## src/logic/mab_pkg.sv

```systemverilog
// Shared constants, types and timing for the muxed converter bus interface
package mab_pkg;

	////////////////////////////////////////////////////////////////////////////////
	// Widths
	localparam int ADDR_W = 5;
	localparam int DATA_W = 8;
	localparam int IDX_W = 4;
	localparam int SEL_W = 9;
	localparam int CNT_W = 16;

	// Select vector position of the analog ground return
	localparam logic [IDX_W-1:0] GND_IDX = 4'h8;

	// Address field positions: channel bits, then the two mode bits
	localparam int ADDR_CH_LSB = 0;
	localparam int ADDR_MODE_LO = 3;
	localparam int ADDR_MODE_HI = 4;

	////////////////////////////////////////////////////////////////////////////////
	// Reset values
	localparam logic [ADDR_W-1:0] MUX_ADDR_RST = 5'h00;
	localparam logic [DATA_W-1:0] RESULT_RST = 8'h00;
	localparam logic [DATA_W-1:0] TRIAL_MSB = 8'h80;

	////////////////////////////////////////////////////////////////////////////////
	// Timing
	localparam int CLK_PERIOD_NS = 5;
	localparam int T_CONV_MAX_NS = 40000;
	localparam int T_CONV_DESIGN_NS = 60000;
	// Longest time: integer division rounds down
	localparam int CONV_CYC = T_CONV_MAX_NS / CLK_PERIOD_NS;
	// Eight bit decisions plus one slot of margin for load and flag
	localparam int SAR_SLOTS = 9;

	////////////////////////////////////////////////////////////////////////////////
	// Types
	typedef enum logic [1:0] {
		MODE_DIFF = 2'b00,
		MODE_SINGLE = 2'b01,
		MODE_PSEUDO = 2'b11
	} mab_mode_t;

	typedef struct packed {
		logic cs_n;
		logic wr_n;
		logic rd_n;
	} mab_strobe_t;

	// Bit k is channel k, bit 8 is analog ground
	typedef struct packed {
		logic [SEL_W-1:0] pos;
		logic [SEL_W-1:0] neg;
	} mab_sel_t;

endpackage : mab_pkg

```

## src/logic/mab_mux_decode.sv

```systemverilog
// Address latch decode into positive and negative input selects
`timescale 1ns/1ps
module mab_mux_decode import mab_pkg::*; #(
	parameter int NUM_CH = 8
) (
	// Clock for the checks only
	input wire logic clk,
	input wire logic reset,
	// Latched address
	input wire logic [ADDR_W-1:0] addr,
	// Decoded selection
	output mab_sel_t sel,
	output mab_mode_t mode
);

	function automatic logic [SEL_W-1:0] onehot(input logic [IDX_W-1:0] idx);
		onehot = 9'h001 << idx;
	endfunction : onehot

	localparam logic [2:0] CH_MASK = 3'(NUM_CH - 1);
	localparam logic [IDX_W-1:0] LAST_IDX = 4'(NUM_CH - 1);

	wire [2:0] ch = addr[ADDR_CH_LSB +: 3] & CH_MASK;
	wire [IDX_W-1:0] ch_idx = {1'b0, ch};
	wire [IDX_W-1:0] pair_pos = {1'b0, ch[2:1], ch[0]};
	wire [IDX_W-1:0] pair_neg = {1'b0, ch[2:1], ~ch[0]};

	// Upper address bit is a don't-care in differential mode
	assign mode = !addr[ADDR_MODE_LO] ? MODE_DIFF :
		(addr[ADDR_MODE_HI] ? MODE_PSEUDO : MODE_SINGLE);

	always_comb begin
		sel.pos = onehot(ch_idx);
		sel.neg = onehot(GND_IDX);
		unique case (mode)
			MODE_DIFF: begin
				sel.pos = onehot(pair_pos);
				sel.neg = onehot(pair_neg);
			end
			MODE_SINGLE: begin
				sel.neg = onehot(GND_IDX);
			end
			MODE_PSEUDO: begin
				sel.neg = onehot(LAST_IDX);
			end
		endcase
	end

	property p_diff_pair;
		@(posedge clk) disable iff (reset)
		mode == MODE_DIFF |-> ((sel.pos | sel.neg) == (9'h003 << {ch[2:1], 1'b0}))
			&& sel.pos[ch];
	endproperty
	a_diff_pair: assert property (p_diff_pair) else $error("pair select wrong");

	property p_ground_neg;
		@(posedge clk) disable iff (reset)
		mode == MODE_SINGLE |-> sel.neg[GND_IDX] && sel.pos[ch] && !sel.pos[GND_IDX];
	endproperty
	a_ground_neg: assert property (p_ground_neg) else $error("ground return wrong");

endmodule : mab_mux_decode

```

## src/logic/mab_sar.sv

```systemverilog
// Successive approximation engine with its conversion step divider
`timescale 1ns/1ps
module mab_sar import mab_pkg::*; #(
	parameter int CONV_CYCLES = CONV_CYC
) (
	// Clock and reset
	input wire logic clk,
	input wire logic reset,
	// Control
	input wire logic start,
	input wire logic cmp_hi,
	// Trial code and result
	output logic [DATA_W-1:0] trial,
	output logic [DATA_W-1:0] code,
	output logic busy,
	output logic done
);

	localparam logic [CNT_W-1:0] STEP_LAST = CNT_W'(CONV_CYCLES / SAR_SLOTS - 1);

	logic [CNT_W-1:0] step_cnt_ff;
	logic [CNT_W-1:0] busy_cnt_ff;
	logic [2:0] bit_ff;
	logic [DATA_W-1:0] trial_ff;
	logic [DATA_W-1:0] code_ff;
	logic busy_ff;
	logic done_ff;

	wire step_en = busy_ff && (step_cnt_ff == STEP_LAST);
	wire [DATA_W-1:0] bit_mask = 8'h01 << bit_ff;
	// A low comparator drops the trial bit; neg at or above pos ends at zero
	wire [DATA_W-1:0] kept = cmp_hi ? trial_ff : (trial_ff & ~bit_mask);

	always_ff @(posedge clk or posedge reset) begin
		if (reset) begin
			step_cnt_ff <= '0;
			bit_ff <= 3'h7;
			trial_ff <= TRIAL_MSB;
			code_ff <= RESULT_RST;
			busy_ff <= 1'b0;
			done_ff <= 1'b0;
		end else begin
			done_ff <= 1'b0;
			if (start) begin
				// A new start aborts any conversion still running
				step_cnt_ff <= '0;
				bit_ff <= 3'h7;
				trial_ff <= TRIAL_MSB;
				busy_ff <= 1'b1;
			end else if (busy_ff) begin
				step_cnt_ff <= step_en ? '0 : step_cnt_ff + 16'h0001;
				if (step_en) begin
					if (bit_ff == 3'h0) begin
						code_ff <= kept;
						busy_ff <= 1'b0;
						done_ff <= 1'b1;
					end else begin
						trial_ff <= kept | (bit_mask >> 1);
						bit_ff <= bit_ff - 3'h1;
					end
				end
			end
		end
	end

	assign trial = trial_ff;
	assign code = code_ff;
	assign busy = busy_ff;
	assign done = done_ff;

	// Helper: cycles since the current conversion began
	always_ff @(posedge clk or posedge reset) begin
		if (reset) begin
			busy_cnt_ff <= '0;
		end else begin
			busy_cnt_ff <= (start || !busy_ff) ? '0 : busy_cnt_ff + 16'h0001;
		end
	end

	property p_conv_bound;
		@(posedge clk) disable iff (reset)
		busy_ff |-> busy_cnt_ff < CNT_W'(CONV_CYCLES);
	endproperty
	a_conv_bound: assert property (p_conv_bound) else $error("conversion too long");

	property p_done_pulse;
		@(posedge clk) disable iff (reset)
		done_ff |-> !busy_ff ##1 !done_ff;
	endproperty
	a_done_pulse: assert property (p_done_pulse) else $error("done not a pulse");

endmodule : mab_sar

```

## src/logic/mab_adc_ctrl.sv

```systemverilog
// Host strobe interface, address latch and completion flag of the converter
`timescale 1ns/1ps
module mab_adc_ctrl import mab_pkg::*; #(
	parameter int NUM_CH = 8,
	parameter int CONV_CYCLES = CONV_CYC
) (
	// Clock and reset
	input wire logic clk,
	input wire logic reset,
	// Host strobes, active low, asynchronous
	input wire mab_strobe_t host_strobe_n,
	// Shared low data lines seen as address
	input wire logic [ADDR_W-1:0] mux_select_bits,
	// Result bus drive
	output logic [DATA_W-1:0] result_bus_out,
	output logic result_bus_oe_n,
	// Completion flag
	output logic conv_done_n,
	// Analog front end
	output mab_sel_t input_selector,
	output mab_mode_t selector_mode,
	output logic [DATA_W-1:0] dac_trial,
	input wire logic cmp_hi
);

	////////////////////////////////////////////////////////////////////////////////
	// Input synchronisers

	localparam int SYNC_W = ADDR_W + 4;

	logic [SYNC_W-1:0] sync1_ff;
	logic [SYNC_W-1:0] sync2_ff;

	wire [SYNC_W-1:0] sync_raw = {cmp_hi, mux_select_bits, host_strobe_n};

	always_ff @(posedge clk or posedge reset) begin
		if (reset) begin
			sync1_ff <= {1'b0, MUX_ADDR_RST, 3'h7};
			sync2_ff <= {1'b0, MUX_ADDR_RST, 3'h7};
		end else begin
			sync1_ff <= sync_raw;
			sync2_ff <= sync1_ff;
		end
	end

	mab_strobe_t strb_q;
	wire [ADDR_W-1:0] addr_q = sync2_ff[3 +: ADDR_W];
	wire cmp_q = sync2_ff[SYNC_W-1];

	assign strb_q = sync2_ff[2:0];

	////////////////////////////////////////////////////////////////////////////////
	// Strobe decode

	logic wr_act_d_ff;
	logic rd_low_whole_ff;

	// A write only counts while chip select is low
	wire wr_act = !strb_q.cs_n && !strb_q.wr_n;
	wire rd_act = !strb_q.cs_n && !strb_q.rd_n;
	wire wr_start = wr_act && !wr_act_d_ff;
	wire wr_end = !wr_act && wr_act_d_ff;

	always_ff @(posedge clk or posedge reset) begin
		if (reset) begin
			wr_act_d_ff <= 1'b0;
		end else begin
			wr_act_d_ff <= wr_act;
		end
	end

	// Tracks whether read stayed low over the entire write pulse
	wire nxt_rd_low_whole = wr_start ? !strb_q.rd_n :
		(wr_act ? (rd_low_whole_ff && !strb_q.rd_n) : rd_low_whole_ff);

	always_ff @(posedge clk or posedge reset) begin
		if (reset) begin
			rd_low_whole_ff <= 1'b0;
		end else begin
			rd_low_whole_ff <= nxt_rd_low_whole;
		end
	end

	////////////////////////////////////////////////////////////////////////////////
	// Address latch

	logic [ADDR_W-1:0] mux_addr_ff;

	// Address lines are only sampled with read high; otherwise keep the old setup
	wire addr_load = wr_end && strb_q.rd_n;
	wire [ADDR_W-1:0] nxt_mux_addr = addr_load ? addr_q : mux_addr_ff;

	always_ff @(posedge clk or posedge reset) begin
		if (reset) begin
			mux_addr_ff <= MUX_ADDR_RST;
		end else begin
			mux_addr_ff <= nxt_mux_addr;
		end
	end

	////////////////////////////////////////////////////////////////////////////////
	// Selector decode and conversion engine

	mab_sel_t dec_sel;
	mab_sel_t sel_ff;
	mab_mode_t dec_mode;
	mab_mode_t mode_ff;

	mab_mux_decode #(
		.NUM_CH(NUM_CH)
	) u_decode (
		.clk(clk),
		.reset(reset),
		.addr(mux_addr_ff),
		.sel(dec_sel),
		.mode(dec_mode)
	);

	always_ff @(posedge clk or posedge reset) begin
		if (reset) begin
			sel_ff <= '0;
			mode_ff <= MODE_DIFF;
		end else begin
			sel_ff <= dec_sel;
			mode_ff <= dec_mode;
		end
	end

	assign input_selector = sel_ff;
	assign selector_mode = mode_ff;

	logic [DATA_W-1:0] sar_trial;
	logic [DATA_W-1:0] sar_code;
	logic sar_busy;
	logic sar_done;

	// Both write endings start a conversion, with new or retained setup
	mab_sar #(
		.CONV_CYCLES(CONV_CYCLES)
	) u_sar (
		.clk(clk),
		.reset(reset),
		.start(wr_end),
		.cmp_hi(cmp_q),
		.trial(sar_trial),
		.code(sar_code),
		.busy(sar_busy),
		.done(sar_done)
	);

	assign dac_trial = sar_trial;

	////////////////////////////////////////////////////////////////////////////////
	// Output latch and completion flag

	logic [DATA_W-1:0] result_ff;
	logic done_pend_ff;
	logic done_n_ff;

	always_ff @(posedge clk or posedge reset) begin
		if (reset) begin
			result_ff <= RESULT_RST;
			done_pend_ff <= 1'b0;
		end else begin
			if (sar_done) begin
				result_ff <= sar_code;
			end
			done_pend_ff <= sar_done;
		end
	end

	// Completion lands one cycle after the latch, and beats a same-cycle clear
	wire nxt_done_n = done_pend_ff ? 1'b0 :
		((rd_act || wr_start) ? 1'b1 : done_n_ff);

	always_ff @(posedge clk or posedge reset) begin
		if (reset) begin
			done_n_ff <= 1'b1;
		end else begin
			done_n_ff <= nxt_done_n;
		end
	end

	assign conv_done_n = done_n_ff;

	// Drive follows the synchronised strobes, so release lags read by two cycles
	assign result_bus_oe_n = !rd_act;
	assign result_bus_out = result_ff;

	////////////////////////////////////////////////////////////////////////////////
	// Checks

	property p_read_raises;
		@(posedge clk) disable iff (reset)
		rd_act && !done_pend_ff |-> !result_bus_oe_n ##1 conv_done_n;
	endproperty
	a_read_raises: assert property (p_read_raises) else $error("read did not raise flag");

	property p_wr_raises;
		@(posedge clk) disable iff (reset)
		wr_start && !done_pend_ff |=> conv_done_n;
	endproperty
	a_wr_raises: assert property (p_wr_raises) else $error("write did not raise flag");

	property p_result_then_flag;
		@(posedge clk) disable iff (reset)
		sar_done |=> (result_ff == $past(sar_code)) ##1 !conv_done_n;
	endproperty
	a_result_then_flag: assert property (p_result_then_flag) else $error("result order");

	property p_flag_holds;
		@(posedge clk) disable iff (reset)
		!conv_done_n && !rd_act && !wr_start |=> !conv_done_n;
	endproperty
	a_flag_holds: assert property (p_flag_holds) else $error("flag left before read");

	property p_release;
		@(posedge clk) disable iff (reset)
		$rose(strb_q.rd_n) |-> result_bus_oe_n;
	endproperty
	a_release: assert property (p_release) else $error("bus not released");

	property p_addr_latch;
		@(posedge clk) disable iff (reset)
		wr_end && strb_q.rd_n |=> (mux_addr_ff == $past(addr_q)) && sar_busy;
	endproperty
	a_addr_latch: assert property (p_addr_latch) else $error("address not latched");

	property p_addr_keep;
		@(posedge clk) disable iff (reset)
		wr_end && rd_low_whole_ff && !strb_q.rd_n |=> $stable(mux_addr_ff) && sar_busy;
	endproperty
	a_addr_keep: assert property (p_addr_keep) else $error("setup not kept");

	property p_select_follows;
		@(posedge clk) disable iff (reset)
		addr_load |=> ##1 (input_selector == $past(dec_sel));
	endproperty
	a_select_follows: assert property (p_select_follows) else $error("select stale");

endmodule : mab_adc_ctrl

```

## config.mk

```make
export PLATFORM = sky130hd
export DESIGN_NAME = mab_adc_ctrl
export DESIGN_NICKNAME = d
export VERILOG_FILES = /design/src/logic/mab_pkg.sv /design/src/logic/mab_mux_decode.sv /design/src/logic/mab_sar.sv /design/src/logic/mab_adc_ctrl.sv
export SDC_FILE = /design/constraint.sdc
export NUM_CORES = 1
export LEC_CHECK = 0
export ABC_AREA = 1
export BUFFER_PORTS_ARGS = -buffer_cell sky130_fd_sc_hd__buf_2
export CELL_PAD_IN_SITES_DETAIL_PLACEMENT = 0
export CELL_PAD_IN_SITES_GLOBAL_PLACEMENT = 1
export CORE_MARGIN = 4
export CORE_UTILIZATION = 40
export CTS_CLUSTER_SIZE = 10
export DETAILED_ROUTE_END_ITERATION = 16
export PLACE_DENSITY_LB_ADDON = 0.1
export SLEW_MARGIN = 15
export SYNTH_ARGS = -nofsm -noshare
export SYNTH_HDL_FRONTEND = slang
export SYNTH_SLANG_ARGS = --single-unit
```

## constraint.sdc

```tcl
create_clock -name clk -period 2.7 [get_ports clk]
set_input_delay 0.27 -clock clk [delete_from_list [all_inputs] [get_ports clk]]
set_output_delay 0.27 -clock clk [all_outputs]
set_load 0.01 [all_outputs]
```

==> flow_summary.toml <==
[run_status]
status = "completed"

[setup_path]
crit_fanout = 10
start_kind = "register"
crit_arrival_ns = 2.01
path_class = "reg2reg"
endpoint_kind = "register"
cp.required_ns = 2.95

[global_route]
grt_pass1_wl_um = 12700
antenna_found_initial = 0
grt_use_met3_pct = 3.58
gr-total-overflow = 0
grt_util_met1_pct = 20.5
grt_max_degree = 53
grt_pass1_vias = 2534
grt_usage_pct = 14.6
use_met2_pct = 22.2
busiest_layer = "met2"

[synthesis]
synth_seq_cells = 90
synthCells = 391
post-synth-top-area-cell = "dfrtp_1"
synth_fp_nets = 408
avgSynthCellArea_sq_um = 9.57
synthTopCellsByCount = "nand2_1 (103), dfrtp_1 (79), nor2_1 (43)"
yosysWarnings = 0
synth_ff_type = "dfrtp_1"
synthArstFlopShare_pct = 100
synth_top_area_share_pct = 52.8
synth_edf_count = 0
yosysSeqAreaShare_pct = 60.6
synth.most_common_cell = "nand2_1"
ys_top_cells_by_area = "dfrtp_1 (53%), nand2_1 (10%), dfstp_2 (7.7%), nor2_1 (4.3%), inv_1 (3.7%)"
synthDistinctLibCells = 30
synthesis.area_sq_um = 3740

[detailed_routing]
routed_wl_um = 7440
drc = 0
vias_per_cell = 4.72
drt_iter0_drc = 95
wire_per_inst_um = 13.2
ant_nets = 0
firstDrtPassIters = 4
num_vias = 2651

[clock_network]
htreeDepth = 3
clk_path_buf_depth = 2
cts_root_buffer = "clkbuf_8"
hold_buffers = 4
cts_resized = 0
cts_tree = "done"
cts_buffers = 9
clock_sinks = 90
post-cts-setup-buffer-count = 0
path_clk_slew_ns = 0.10
clk_latency_ns = 0.35

[die]
rows = 35
die_area_sq_um = 11000
core_area_sq_um = 9150
start_util_pct = 40.9
chipHeight_um = 105
die_x_um = 105
ioPinCount = 49

[timing]
finalSetupViolations = 0
timing.final.crit_period_ns = 1.76
final_max_slew_viol_count = 0
worstMarginPinSlew_ns = 0.670
fmax_mhz = 569
rsz0062_at_grt = "no"
fin_setup_tns_ns = 0
skew_ns = 0.0120
fin_crit_sh_pct = 65.1
hold_violations = 0
hold_slack_ns = 0.0238
slew_headroom_pct = 55.3

[final_layout]
drive_gt1_share_pct = 23.7
diodes = 0
nets = 463
syn2layout_area_growth_pct = 15.9
nFillCells = 881

[pwr]
peakVddDrop_v = 0.000379
power_w = 0.00311
leakagePower_nw = 2.27
cellPowerDensity_nw_per_um2 = 718

[run]
cap_violations = 0

[placement]
dp_hpwl_um = 5320
place.gp.congestion = 0.770
portBuffers = 47

[worst_hold_path]
hold_class = "in2reg"
per-layer routing:
layer,part of all wire [%],wire length [um]
met1,49,3620
met2,46,3440
met3,3.5,257
met4,1.6,117
met5,0,0
per-stage QoR:
stage / util, % / instance area, sq um / std cells / setup WS, ns
finish: 47.4 / 4330 / 562 / 0.943
global route: 47.4 / 4330 / 562 / 0.811
CTS: 47.0 / 4300 / 559 / 0.957
detailed placement: 44.5 / 4070 / 539 / 0.957
global placement: 44.5 / 4070 / 539 / 1.00
floorplan: - / 3740 / 391 / 0.113
final timing paths:
path	from	end	slack, ns	cells after the start
worst max register to register	u_sar.bit_ff[0]	u_sar.trial[2]	0.94	8
max in group asynchronous	reset	u_sar.bit_ff[1]	1.41	4
min in group asynchronous	reset	sync1_ff[7]	0.53	3
worst max-delay path	u_sar.bit_ff[0]	u_sar.trial[2]	0.94	8
worst min-delay path	mux_select_bits[1]	sync1_ff[4]	0.02	1
worst min register to register	sync1_ff[8]	sync2_ff[8]	0.36	0
registers in the layout (all words and copies together) (netlist names), 2 cells and up:
signal	count
u_sar.step_cnt_ff	16
mux_addr_ff	5
sync2_ff	9
result_bus_out	8
selector_mode	2
input_selector	17
u_sar.bit_ff	3
u_sar.code	8
sync1_ff	9
u_sar.trial	8
area by class of cell:
class	count	area [sq um]	share of cell area (%)
flip-flops and latches	90	2270	52.3
multi-input cells	250	1260	29.0
well taps	111	139	3.20
inverters	40	151	3.49
repair buffers	55	325	7.51
clock inverters	6	56.3	1.30
clock buffers	10	138	3.18
worst max-delay path, cell delays in order, from the launching register on:
cell and delay, ns:
dfstp_2 0.59, inv_1 0.09, ha_1 0.23, nand2_1 0.20
nor2_2 0.10, inv_2 0.13, nand2_2 0.16, nand2_1 0.10
nand2_1 0.06
placed cells by master, fill, tap and decap left out, types with 2 or more instances in the layout:
master | synthesis | final
a21oi_1 | 11 | 11
clkbuf_8 | 0 | 10
nor2_2 | 3 | 3
ha_1 | 6 | 6
nand3_1 | 17 | 17
nor4_1 | 7 | 7
nand2_1 | 103 | 103
dfstp_2 | 11 | 11
dfrtp_1 | 79 | 79
dlygate4sd3_1 | 0 | 7
nor2_4 | 2 | 2
nand4_1 | 6 | 6
inv_8 | 0 | 2
mux2_2 | 9 | 9
inv_1 | 37 | 36
nor2_1 | 43 | 43
o21ai_2 | 9 | 9
inv_2 | 2 | 2
inv_6 | 0 | 2
nand2_2 | 4 | 4
buf_2 | 2 | 47
nor3_1 | 12 | 12
o21ai_0 | 11 | 11
logic make-up after synthesis:
logic type	count (synthesis)	share of synthesized area (%)
other	1	0.100
XOR/XNOR	2	0.468
flip-flops	90	60.6
AO/OA/AOI/OAI	33	5.42
adder cells (fa/ha/maj)	6	2.01
buffers and inverters	51	5.79
AND/OR/NAND/NOR	199	22.9
multiplexers	9	2.71
report_power, final:
group	switching [W]	internal, W	total (W)
Combinational	0.000368	0.000211	0.000579
Sequential	0.000123	0.00151	0.00164
Clock	0.000515	0.000381	0.000896
Total	0.00101	0.00211	0.00311
No activity file was read; power rests on OpenSTA's default activity.
